<file path="src/rtl/acs_pkg.sv">
package acs_pkg;

  // ****************************************************************
  // Command word layout
  // ****************************************************************
  localparam int CMD_W       = 16;
  localparam int CMD_DEV_BIT = 15;
  localparam int CMD_RW_BIT  = 14;
  localparam int CMD_SYS_BIT = 13;
  localparam int CMD_SSH_BIT = 12;
  localparam int CMD_SSL_BIT = 11;
  localparam int CMD_CODE_HI = 8;
  localparam int CMD_CODE_LO = 1;

  // Subsystem codes, write flag low
  localparam logic [7:0] CODE_ABORT = 8'h10;
  localparam logic [7:0] CODE_END   = 8'h12;
  localparam logic [7:0] CODE_CLEAR = 8'h13;
  // Subsystem codes, write flag high
  localparam logic [7:0] CODE_SS    = 8'h00;
  localparam logic [7:0] CODE_SC    = 8'h01;
  localparam logic [7:0] CODE_MM    = 8'h02;
  localparam logic [7:0] CODE_MC    = 8'h03;
  localparam logic [7:0] CODE_MS    = 8'h04;

  // ****************************************************************
  // Register map and reset values
  // ****************************************************************
  localparam logic [7:0] REG_CTRL      = 8'h00;
  localparam logic [7:0] REG_MASK      = 8'h04;
  localparam logic [7:0] REG_STATUS    = 8'h08;
  localparam logic [7:0] REG_DATA_BASE = 8'h20;
  localparam int         CTRL_SYNC_BIT = 0;
  localparam int         CTRL_CHAN_LO  = 4;
  localparam logic       SYNC_EN_RST   = 1'b0;
  localparam logic [2:0] SEL_CHAN_RST  = 3'h0;
  localparam logic [7:0] MASK_RST      = 8'h00;

  // ****************************************************************
  // Channels and synchronisers
  // ****************************************************************
  localparam int NCH         = 8;
  localparam int CH_W        = 3;
  localparam int SYNC_STAGES = 3;

  typedef enum logic [2:0] {ST_IDLE, ST_WAIT_SYNC, ST_CONVERT, ST_RESTART, ST_WAIT_TRIG} acs_state_t;
  typedef enum logic [2:0] {MD_NONE, MD_SS, MD_SC, MD_MM, MD_MC, MD_MS} acs_mode_t;

endpackage

</file>
<file path="src/rtl/acs_result_mem.sv">
`timescale 1ns/1ps
`default_nettype none

module acs_result_mem
  import acs_pkg::*;
#(
  parameter int DW = 24
)(
  input  wire logic            core_clk_i,
  input  wire logic            nrst_i,
  input  wire logic            clear_i,
  input  wire logic            wr_i,
  input  wire logic [CH_W-1:0] waddr_i,
  input  wire logic [DW-1:0]   wdata_i,
  input  wire logic [CH_W-1:0] raddr_i,
  output logic      [DW-1:0]   rdata_o
);

  typedef struct packed {
    logic [NCH-1:0][DW-1:0] mem;
    logic [DW-1:0]          rdata;
  } acs_mem_t;

  acs_mem_t s_reg;
  acs_mem_t s_next;

  // Clear first, then the write, so a result landing in the clear cycle survives
  always_comb
  begin
    s_next = s_reg;
    s_next.rdata = s_reg.mem[raddr_i];
    if (clear_i)
    begin
      s_next.mem = '0;
    end
    if (wr_i)
    begin
      s_next.mem[waddr_i] = wdata_i;
    end
  end

  always_ff @(posedge core_clk_i or negedge nrst_i)
  begin
    if (!nrst_i)
    begin
      s_reg <= '0;
    end
    else
    begin
      s_reg <= s_next;
    end
  end

  assign rdata_o = s_reg.rdata;

endmodule

`default_nettype wire

</file>
<file path="src/rtl/acs_spi_rx.sv">
`timescale 1ns/1ps
`default_nettype none

module acs_spi_rx
  import acs_pkg::*;
(
  input  wire logic             core_clk_i,
  input  wire logic             nrst_i,
  input  wire logic             spi_sclk_i,
  input  wire logic             spi_cs_n_i,
  input  wire logic             spi_mosi_i,
  output logic      [CMD_W-1:0] cmd_word_o,
  output logic                  cmd_valid_o
);

  typedef struct packed {
    logic [SYNC_STAGES-1:0] sclk_sy;
    logic [SYNC_STAGES-1:0] cs_sy;
    logic [SYNC_STAGES-1:0] mosi_sy;
    logic                   sclk_f;
    logic                   cs_f;
    logic                   mosi_f;
    logic [CMD_W-1:0]       shift;
    logic [4:0]             cnt;
    logic [CMD_W-1:0]       word;
    logic                   valid;
  } acs_spi_t;

  acs_spi_t s_reg;
  acs_spi_t s_next;
  logic     sclk_rise;

  // ****************************************************************
  // Pin filtering and word assembly
  // ****************************************************************
  // A pin level is taken only when stages two and three agree
  always_comb
  begin
    s_next = s_reg;
    s_next.valid = 1'b0;
    s_next.sclk_sy = {s_reg.sclk_sy[1:0], spi_sclk_i};
    s_next.cs_sy = {s_reg.cs_sy[1:0], spi_cs_n_i};
    s_next.mosi_sy = {s_reg.mosi_sy[1:0], spi_mosi_i};
    if (s_reg.sclk_sy[1] == s_reg.sclk_sy[2])
    begin
      s_next.sclk_f = s_reg.sclk_sy[2];
    end
    if (s_reg.cs_sy[1] == s_reg.cs_sy[2])
    begin
      s_next.cs_f = s_reg.cs_sy[2];
    end
    if (s_reg.mosi_sy[1] == s_reg.mosi_sy[2])
    begin
      s_next.mosi_f = s_reg.mosi_sy[2];
    end
    sclk_rise = s_next.sclk_f & ~s_reg.sclk_f;
    if (s_next.cs_f)
    begin
      s_next.cnt = 5'h00;
    end
    else if (sclk_rise)
    begin
      // Mode 0, MSB first; the sixteenth rising edge ends the word
      s_next.shift = {s_reg.shift[CMD_W-2:0], s_next.mosi_f};
      if (s_reg.cnt == 5'(CMD_W - 1))
      begin
        s_next.word = s_next.shift;
        s_next.valid = 1'b1;
        s_next.cnt = 5'h00;
      end
      else
      begin
        s_next.cnt = s_reg.cnt + 5'h01;
      end
    end
  end

  // Chip select idles high out of reset
  always_ff @(posedge core_clk_i or negedge nrst_i)
  begin
    if (!nrst_i)
    begin
      s_reg <= '0;
      s_reg.cs_sy <= '1;
      s_reg.cs_f <= 1'b1;
    end
    else
    begin
      s_reg <= s_next;
    end
  end

  assign cmd_word_o  = s_reg.word;
  assign cmd_valid_o = s_reg.valid;

endmodule

`default_nettype wire

</file>
<file path="src/rtl/acs_sequencer.sv">
// Notes on behaviour
// RULE_01 - Sixteen-bit commands, subsystem select bits zero
// RULE_02 - Stop-at-end: finish, keep result, then halt
// RULE_03 - Clear-data wipes every stored channel result
// RULE_04 - Single-shot starts on sync or command
// RULE_05 - Continuous repeats until abort or stop
// RULE_06 - Autonomous steps enabled channels, lowest first
// RULE_07 - Sync starts only first autonomous conversion
// RULE_08 - Early sync or abort restarts at first
// RULE_09 - Loop mode wraps after last enabled channel
// RULE_10 - Host repeats host-driven command per channel
// RULE_11 - Sync rise converts pointed channel, host-driven
// RULE_12 - Host-driven advances pointer, then waits trigger
// RULE_13 - Host-driven pointer wraps to lowest enabled
// RULE_14 - Stop or abort leaves host-driven mode
// RULE_15 - Host-driven early sync keeps same channel
// RULE_16 - Empty channel mask starts no conversion; single-shot and continuous commands still convert sel_chan
//
// Local design decisions: the plain strobed port and the address map.
`timescale 1ns/1ps
`default_nettype none

module acs_sequencer
  import acs_pkg::*;
#(
  parameter int         DW       = 24,
  parameter logic       DEV_ADDR = 1'b0
)(
  input  wire logic            core_clk_i,
  input  wire logic            nrst_i,
  input  wire logic            spi_sclk_i,
  input  wire logic            spi_cs_n_i,
  input  wire logic            spi_mosi_i,
  input  wire logic            sync_i,
  input  wire logic            conv_done_i,
  input  wire logic [DW-1:0]   conv_data_i,
  output logic                 conv_start_o,
  output logic                 conv_abort_o,
  output logic      [CH_W-1:0] conv_chan_o,
  output logic                 busy_o,
  input  wire logic [7:0]      reg_addr_i,
  input  wire logic [31:0]     reg_wdata_i,
  input  wire logic            reg_wr_i,
  input  wire logic            reg_rd_i,
  output logic      [31:0]     reg_rdata_o
);

  typedef struct packed {
    logic [SYNC_STAGES-1:0] sync_sy;
    logic                   sync_f;
    logic                   sync_en;
    logic [CH_W-1:0]        sel_chan;
    logic [NCH-1:0]         mask;
    acs_state_t             state;
    acs_mode_t              mode;
    logic [CH_W-1:0]        ptr;
    logic [CH_W-1:0]        chan;
    logic                   stop;
    logic                   start;
    logic                   abort;
    logic                   clear;
    logic [31:0]            rdata;
    logic                   rd_mem;
  } acs_seq_t;

  acs_seq_t         s_reg;
  acs_seq_t         s_next;
  logic [CMD_W-1:0] cmd_word;
  logic             cmd_valid;
  logic             cmd_ok;
  logic             cmd_rw;
  logic [7:0]       cmd_code;
  logic             sync_rise;
  logic [CH_W:0]    first_c;
  logic [CH_W:0]    nxt_c;
  logic             mem_wr_c;
  logic [DW-1:0]    mem_rdata;

  // ****************************************************************
  // Helpers
  // ****************************************************************
  // Lowest enabled channel above from (or at it when incl); top bit is found
  function automatic logic [CH_W:0] next_en(input logic [NCH-1:0] mask,
                                            input logic [CH_W-1:0] from,
                                            input logic            incl);
    logic [CH_W:0] r;
    r = '0;
    for (int i = NCH - 1; i >= 0; i--)
    begin
      if (mask[i] && ((i > int'(from)) || (incl && (i == int'(from)))))
      begin
        r = {1'b1, CH_W'(i)};
      end
    end
    return r;
  endfunction

  // RULE_01 subsystem command match
  function automatic logic is_sub_cmd(input logic [CMD_W-1:0] w);
    return (w[CMD_DEV_BIT] == DEV_ADDR) && w[CMD_SYS_BIT] &&
           !w[CMD_SSH_BIT] && !w[CMD_SSL_BIT];
  endfunction

  acs_spi_rx u_spi
  (
    .core_clk_i  (core_clk_i),
    .nrst_i      (nrst_i),
    .spi_sclk_i  (spi_sclk_i),
    .spi_cs_n_i  (spi_cs_n_i),
    .spi_mosi_i  (spi_mosi_i),
    .cmd_word_o  (cmd_word),
    .cmd_valid_o (cmd_valid)
  );

  acs_result_mem #(.DW(DW)) u_mem
  (
    .core_clk_i (core_clk_i),
    .nrst_i     (nrst_i),
    .clear_i    (s_reg.clear),
    .wr_i       (mem_wr_c),
    .waddr_i    (s_reg.chan),
    .wdata_i    (conv_data_i),
    .raddr_i    (reg_addr_i[4:2]),
    .rdata_o    (mem_rdata)
  );

  // Decode fields; bit zero and the channel bits are don't-care
  assign cmd_ok   = cmd_valid && is_sub_cmd(cmd_word);
  assign cmd_rw   = cmd_word[CMD_RW_BIT];
  assign cmd_code = cmd_word[CMD_CODE_HI:CMD_CODE_LO];
  assign first_c  = next_en(s_reg.mask, '0, 1'b1);
  assign nxt_c    = next_en(s_reg.mask, s_reg.ptr, 1'b0);
  assign mem_wr_c = (s_reg.state == ST_CONVERT) && conv_done_i;

  // ****************************************************************
  // Sequencer
  // ****************************************************************
  // Order: sequence progress first, then commands, so an abort has the last say
  always_comb
  begin
    s_next = s_reg;
    s_next.start = 1'b0;
    s_next.abort = 1'b0;
    s_next.clear = 1'b0;
    s_next.rd_mem = 1'b0;
    s_next.rdata = '0;
    s_next.sync_sy = {s_reg.sync_sy[1:0], sync_i};
    if (s_reg.sync_sy[1] == s_reg.sync_sy[2])
    begin
      s_next.sync_f = s_reg.sync_sy[2];
    end
    sync_rise = s_next.sync_f & ~s_reg.sync_f;

    // Register writes
    if (reg_wr_i && (reg_addr_i == REG_CTRL))
    begin
      s_next.sync_en = reg_wdata_i[CTRL_SYNC_BIT];
      s_next.sel_chan = reg_wdata_i[CTRL_CHAN_LO +: CH_W];
    end
    if (reg_wr_i && (reg_addr_i == REG_MASK))
    begin
      s_next.mask = reg_wdata_i[NCH-1:0];
    end

    // Register reads, data one cycle later
    if (reg_rd_i)
    begin
      if (reg_addr_i == REG_CTRL)
      begin
        s_next.rdata[CTRL_SYNC_BIT] = s_reg.sync_en;
        s_next.rdata[CTRL_CHAN_LO +: CH_W] = s_reg.sel_chan;
      end
      else if (reg_addr_i == REG_MASK)
      begin
        s_next.rdata[NCH-1:0] = s_reg.mask;
      end
      else if (reg_addr_i == REG_STATUS)
      begin
        s_next.rdata[10:0] = {s_reg.stop, s_reg.mode, s_reg.state, s_reg.ptr, busy_o};
      end
      else if ((reg_addr_i[7:5] == REG_DATA_BASE[7:5]) && (reg_addr_i[1:0] == 2'h0))
      begin
        s_next.rd_mem = 1'b1;
      end
    end

    case (s_reg.state)
      ST_IDLE:
      begin
        s_next.mode = MD_NONE;
      end
      ST_WAIT_SYNC:
      begin
        // RULE_04 sync launches first
        if (sync_rise)
        begin
          s_next.start = 1'b1;
          s_next.state = ST_CONVERT;
        end
      end
      ST_WAIT_TRIG:
      begin
        // RULE_11 sync converts pointer
        if (s_reg.sync_en && sync_rise)
        begin
          s_next.chan = s_reg.ptr;
          s_next.start = 1'b1;
          s_next.state = ST_CONVERT;
        end
      end
      ST_RESTART:
      begin
        s_next.chan = s_reg.ptr;
        s_next.start = 1'b1;
        s_next.state = ST_CONVERT;
      end
      ST_CONVERT:
      begin
        if (conv_done_i)
        begin
          // RULE_02 result kept, halt
          if (s_reg.stop)
          begin
            s_next.state = ST_IDLE;
            s_next.mode = MD_NONE;
            s_next.stop = 1'b0;
          end
          else
          begin
            case (s_reg.mode)
              MD_SC:
              begin
                // RULE_05 convert again
                s_next.start = 1'b1;
              end
              MD_MM:
              begin
                // RULE_06 RULE_07 next channel unprompted
                if (nxt_c[CH_W])
                begin
                  s_next.ptr = nxt_c[CH_W-1:0];
                  s_next.chan = nxt_c[CH_W-1:0];
                  s_next.start = 1'b1;
                end
                else
                begin
                  s_next.state = ST_IDLE;
                  s_next.mode = MD_NONE;
                end
              end
              MD_MC:
              begin
                // RULE_09 wrap and loop
                if (nxt_c[CH_W] || first_c[CH_W])
                begin
                  s_next.ptr = nxt_c[CH_W] ? nxt_c[CH_W-1:0] : first_c[CH_W-1:0];
                  s_next.chan = s_next.ptr;
                  s_next.start = 1'b1;
                end
                else
                begin
                  s_next.state = ST_IDLE;
                  s_next.mode = MD_NONE;
                end
              end
              MD_MS:
              begin
                // RULE_12 RULE_13 advance, wrap, wait
                s_next.ptr = nxt_c[CH_W] ? nxt_c[CH_W-1:0] : first_c[CH_W-1:0];
                s_next.state = ST_WAIT_TRIG;
              end
              default:
              begin
                s_next.state = ST_IDLE;
                s_next.mode = MD_NONE;
              end
            endcase
          end
        end
        else if (sync_rise && (s_reg.mode == MD_MS))
        begin
          // RULE_15 abort, same channel
          s_next.abort = 1'b1;
          s_next.state = ST_RESTART;
        end
        else if (sync_rise && ((s_reg.mode == MD_MM) || (s_reg.mode == MD_MC)))
        begin
          // RULE_08 abort, back to first
          s_next.abort = 1'b1;
          s_next.ptr = first_c[CH_W-1:0];
          s_next.state = first_c[CH_W] ? ST_RESTART : ST_IDLE;
        end
      end
      default:
      begin
        s_next.state = ST_IDLE;
      end
    endcase

    if (cmd_ok && !cmd_rw)
    begin
      if (cmd_code == CODE_ABORT)
      begin
        // RULE_08 RULE_14 abort exits mode
        s_next.abort = (s_reg.state == ST_CONVERT);
        s_next.start = 1'b0;
        s_next.ptr = first_c[CH_W-1:0];
        s_next.state = ST_IDLE;
        s_next.mode = MD_NONE;
        s_next.stop = 1'b0;
      end
      else if (cmd_code == CODE_END)
      begin
        // RULE_02 RULE_14 halt when current ends
        if ((s_next.state == ST_CONVERT) || (s_next.state == ST_RESTART))
        begin
          s_next.stop = 1'b1;
        end
        else
        begin
          s_next.state = ST_IDLE;
          s_next.mode = MD_NONE;
        end
      end
      else if (cmd_code == CODE_CLEAR)
      begin
        // RULE_03 wipe results
        s_next.clear = 1'b1;
      end
    end
    else if (cmd_ok && (s_next.state != ST_CONVERT) && (s_next.state != ST_RESTART))
    begin
      if ((cmd_code == CODE_SS) || (cmd_code == CODE_SC))
      begin
        // RULE_04 RULE_05 sync or command edge
        s_next.mode = (cmd_code == CODE_SS) ? MD_SS : MD_SC;
        s_next.chan = s_reg.sel_chan;
        s_next.stop = 1'b0;
        s_next.state = s_reg.sync_en ? ST_WAIT_SYNC : ST_CONVERT;
        s_next.start = !s_reg.sync_en;
      end
      else if ((cmd_code == CODE_MM) || (cmd_code == CODE_MC))
      begin
        // RULE_16 empty mask ignored
        if (first_c[CH_W])
        begin
          s_next.mode = (cmd_code == CODE_MM) ? MD_MM : MD_MC;
          s_next.ptr = first_c[CH_W-1:0];
          s_next.chan = first_c[CH_W-1:0];
          s_next.stop = 1'b0;
          s_next.state = s_reg.sync_en ? ST_WAIT_SYNC : ST_CONVERT;
          s_next.start = !s_reg.sync_en;
        end
      end
      else if (cmd_code == CODE_MS)
      begin
        if ((s_reg.mode == MD_MS) && (s_next.state == ST_WAIT_TRIG))
        begin
          // RULE_10 repeat converts next channel
          if (!s_reg.sync_en)
          begin
            s_next.chan = s_next.ptr;
            s_next.start = 1'b1;
            s_next.state = ST_CONVERT;
          end
        end
        else if (first_c[CH_W])
        begin
          // RULE_16 empty mask ignored
          s_next.mode = MD_MS;
          s_next.ptr = first_c[CH_W-1:0];
          s_next.chan = first_c[CH_W-1:0];
          s_next.stop = 1'b0;
          s_next.state = s_reg.sync_en ? ST_WAIT_TRIG : ST_CONVERT;
          s_next.start = !s_reg.sync_en;
        end
      end
    end
  end

  always_ff @(posedge core_clk_i or negedge nrst_i)
  begin
    if (!nrst_i)
    begin
      s_reg <= '0;
      s_reg.sync_en <= SYNC_EN_RST;
      s_reg.sel_chan <= SEL_CHAN_RST;
      s_reg.mask <= MASK_RST;
      s_reg.state <= ST_IDLE;
      s_reg.mode <= MD_NONE;
    end
    else
    begin
      s_reg <= s_next;
    end
  end

  // Memory data come straight from its own output register
  assign reg_rdata_o  = s_reg.rd_mem ? {{(32 - DW){1'b0}}, mem_rdata} : s_reg.rdata;
  assign conv_start_o = s_reg.start;
  assign conv_abort_o = s_reg.abort;
  assign conv_chan_o  = s_reg.chan;
  assign busy_o       = (s_reg.state != ST_IDLE);
endmodule

`default_nettype wire

</file>
<file path="config.mk">
export PLATFORM = sky130hd
export DESIGN_NAME = acs_sequencer
export DESIGN_NICKNAME = d
export VERILOG_FILES = /design/src/rtl/acs_pkg.sv /design/src/rtl/acs_result_mem.sv /design/src/rtl/acs_spi_rx.sv /design/src/rtl/acs_sequencer.sv
export SDC_FILE = /design/constraint.sdc
export NUM_CORES = 1
export LEC_CHECK = 0
export BUFFER_PORTS_ARGS = -buffer_cell sky130_fd_sc_hd__buf_2
export CORE_UTILIZATION = 57
export CTS_BUF_LIST = sky130_fd_sc_hd__clkbuf_2 sky130_fd_sc_hd__clkbuf_4 sky130_fd_sc_hd__clkbuf_8
export DETAILED_ROUTE_END_ITERATION = 7
export PLACE_DENSITY = 0.86
export SLEW_MARGIN = 25
export SYNTH_ARGS = -nofsm -noshare
export SYNTH_HDL_FRONTEND = slang
export SYNTH_HIERARCHICAL = 1
export SYNTH_SLANG_ARGS = --single-unit
</file>
<file path="constraint.sdc">
create_clock -name core_clk_i -period 6.6 [get_ports core_clk_i]
set_input_delay 1.32 -clock core_clk_i [delete_from_list [all_inputs] [get_ports core_clk_i]]
set_output_delay 1.32 -clock core_clk_i [all_outputs]
set_load 0.02 [all_outputs]
</file>
Word level (Yosys, flattened, before mapping):

Cells that the tools add are included.

* add/subtract/negate cells: 1
* $lt $le $gt $ge: 10
* equal/unequal tests: 28
* muxes and demuxes: 131
* bitwise logic cells: 6
* reductions and logical operators: 41

Operators by type and width (number)
* 192-bit 2-to-1 mux: 2
* 192-bit bitwise mux: 1
* 6-bit 2-to-1 mux: 23
* 24-bit binary-select mux with 3-bit select: 1
* 24-bit demux with 3-bit select: 1
* 24-bit 2-to-1 mux: 3
* 3-bit 2-to-1 mux: 24
* 14-bit 2-to-1 mux: 5
* 4-bit 2-to-1 mux: 16
* 1-bit 2-to-1 mux: 29
* 3-bit one-hot mux with 3 select lines: 3
* 5-bit 2-to-1 mux: 5
* 8-bit by 5-bit equality test with 1-bit output (second input constant): 3
* 1-bit logical AND: 23
* 22-bit 2-to-1 mux: 1
* 3-bit by 2-bit equality test with 1-bit output (second input constant): 6
* 17-bit 2-to-1 mux: 1
* 8-bit by 2-bit equality test with 1-bit output (second input constant): 2
* 8-bit by 3-bit equality test with 1-bit output (second input constant): 2
* 8-bit logical NOT: 2
* 3-bit one-hot mux with 5 select lines: 1
* 3-bit equality test (second input constant): 4
* 3-bit > comparator (first input constant): 4
* 12-bit 2-to-1 mux: 1
* 30 further kinds: 54

* flip-flop bits (word level): 309
* input port bits: 73
* logic and storage cells: 251

Longest topological paths before layout:

* word-level depth: 29
* depth in mapped cells: 11
* gate-level depth less buffers: 10

Hierarchy:

The synthesis kept the hierarchy.

By module, submodules not included
* acs_result_mem: times used 1, cells an instance 762, area each 10737.8 um^2, seq. area each 5405.2 um^2
* acs_sequencer: times used 1, cells an instance 453, area each 3742.3 um^2, seq. area each 1101.1 um^2
* acs_spi_rx: times used 1, cells an instance 124, area each 1956.9 um^2, seq. area each 1231.2 um^2

Least setup slack after synthesis:

No wires, ideal clock.

* path type: in2reg
* from: input port conv_done_i
* to: register s_reg (netlist bit conv_chan_o[0])
* arrival: 2919 ps
* setup slack: 3554 ps
* stages: 8
* path buffers: 0
* cell sequence: nor3b_2 o2bb2ai_1 nand3_1 a21oi_1 nor2_1 a2111o_1 a221oi_2 nor3_2

RTL lines
* from (decl): RTL line acs_sequencer.sv:35 `input wire logic conv_done_i,`
* to (signal assigned): RTL line acs_sequencer.sv:394 `s_reg <= s_next;`
* to (decl): RTL line acs_sequencer.sv:66 `acs_seq_t s_reg;`

==> impl_results.md <==
* Outcome: finished, final reports clean
* Critical path class: reg2reg
* Fill cells at between 2,000 and 2,500
* PortBufs at ~80
* Largest net degree at the start of global routing at 152
* Synth Warn # at 6
* Setup ws final at 3270 ps
* Syn Std Cell Area at around 16,000 sq um
* Max FFs per register at 192
* Gpl congestion at 0.928
* Avg Inst Size Synth at around 12 sq um
* CTS Hold Bufs at 0
* Critical path launch point type: flop
* Clock Latency Late Sink at 600 ps
* Crit path from: s_reg[47]
* Worst-Margin Slew at 1000 ps
* Final period utilization at 0.505
* WL/cell at 20.1 um
* Worst hold slack at 331 ps
* Initial drt markers at 817
* Drt first pass iters at 7
* Post-Syn Instances at 1,330
* Vias in the first global route at 10,800
* Final Skew at 40.5 ps
* DP Cell Count at 1,676
* Worst min path class: reg2reg
* Final nets at roughly 1,400
* Kind of end point of the critical path: flop
* VDD IR max at about 140 uV
* R2R setup slack at 3270 ps
* Die footprint at 29,300 sq um
* Max-Cap Viols at 0
* Core area at 27,900 sq um
* DP Wirelength at about 21,000 um
* Global-route wire length before repair at 57,400 um
* Clock transition at path regs at roughly 60 ps
* Max_slew headroom at 0.333
* DR vias at around 10,000
* CTS tree: built
* Hold Vio Cnt, Final at 0
* R2r worst-path depth at 6
* CP endpoint: u_mem/s_reg[46]
* GRT Total Usage at 0.252
* Total power at approximately 0.0040 W
* Count of clock tree sinks at 306
* Min Tclk post-route at approximately 3300 ps
* Worst EP arrival at 3780 ps
* Multi-input gate area at 7860 sq um
* Clock tree buffer depth at 3
* CTS buffer count at 51
* Final WL at 35,500 um
* # resized after CTS at 0
* Clk root buf: clkbuf_8
* Antenna-violating nets left at 0
* Fin cells at 1,769
* RSZ-0062 raised after global routing: false
* CP Max Fanout at 19
* Setup violators final at 0
* CP Data Required Time at a little over 7000 ps
* Setup TNS at 0 ps
* Die Ht at 171 um
* Syn-to-layout area delta at 8.56%
* Initial antenna violation count at 4
* GRT overflow at 0
* Worst reg2reg path startpoint: s_reg[47]
* FP Rows at 61
* Post-route DRC at 0
* Via density at 5.92
* Die width at 171 um
* Total number of H-tree levels at 2
* Power density over the cells at 229 nW/um^2
* Final Max Tran Viols at 0
* FF+latch area at between 7000 and 8000 sq um
* Fmax at 300 MHz
* Setup Fix Bufs, Post-CTS at 0
* Reg2reg end: u_mem/s_reg[46]
* Share of layout cells above drive strength 1 at 0.386
* Number of I/O pins at between 100 and 150
* Initial Util at 0.583
* Leak Pwr at just under 9 nW
* Setup WS pre-CTS at 2900 ps
[through the flow]
stage | util | area (sq um)
6_report | 0.633 | 17700
5_1_grt | 0.633 | 17700
4_1_cts | 0.632 | 17700
3_5_place_dp | 0.593 | 16600
3_3_place_gp | 0.593 | 16600
2_1_floorplan | - | 16300
[worst max-delay path, stage by stage (launching register included)]
cell	delay, ps
dfrtp_1	550
nor3b_4	530
nand2_1	320
inv_1	300
or4b_2	800
buf_4	350
mux2_4	340
[placed cells by master, fill, tap and decap left out, drive strengths merged, types with 5 or more instances in the layout]
cell    count
nand2b      6
a22oi       6
a21oi      28
nor2b     201
dfrtp     302
buf        93
clkinv      6
inv        12
or3         6
nand2      45
nand4b      6
mux4       48
or3b        5
nand3      14
nor3       18
clkbuf     81
nor2       58
and2       17
conb        8
o21a       10
a31oi       6
mux2      267
nor3b       7
mux2i       8
o31ai       6
o21ai      25
o32ai       5
a221oi      5
a211oi      5
o22ai       7
[per-layer routing]
metal  part of all wire  vias up  global-route usage  wire length [um]
li1                   -     4754                   -                 -
met1               0.45     5323               0.346             15900
met2               0.47      312               0.407             16700
met3              0.053       73              0.0419              1880
met4              0.027        4              0.0889               945
met5            0.00076        -                   0                27
[final cells by class]
| cell class | count | share of cell area |
|---|---|---|
| Multi-Input combinational cell | 890 | 0.444 |
| Sequential cell | 306 | 0.433 |
| Clock buffer | 81 | 0.0574 |
| Timing Repair Buffer | 93 | 0.0312 |
| Tap cell | 378 | 0.0267 |
| Clock inverter | 9 | 0.00481 |
| Inverter | 10 | 0.00212 |
| Antenna cell | 2 | 0.000283 |
[worst min path at each step]
| stage | start | to | slack (ps) | depth (start not counted) |
|---|---|---|---|---|
| after floorplan | s_next[63] | s_next[64] | 330 | 0 |
| after global placement | u_spi/s_next[48] | u_spi/s_next[49] | 330 | 0 |
| after detailed placement | u_spi/s_next[42] | u_spi/s_next[43] | 330 | 0 |
| after CTS | s_next[63] | s_next[64] | 330 | 0 |
| after global routing | u_spi/s_next[42] | u_spi/s_next[43] | 350 | 0 |
| final | s_next[63] | s_next[64] | 330 | 0 |
[power breakdown]
part	total (W)	leakage, nW	internal, W	switching [W]
Combinational	0.000289	3.95	0.000130	0.000159
Sequential	0.00199	4.16	0.00194	0.0000474
Clock	0.00177	0.590	0.00102	0.000750
Total	0.00404	8.70	0.00309	0.000956
(Power assumes the default switching activity.)
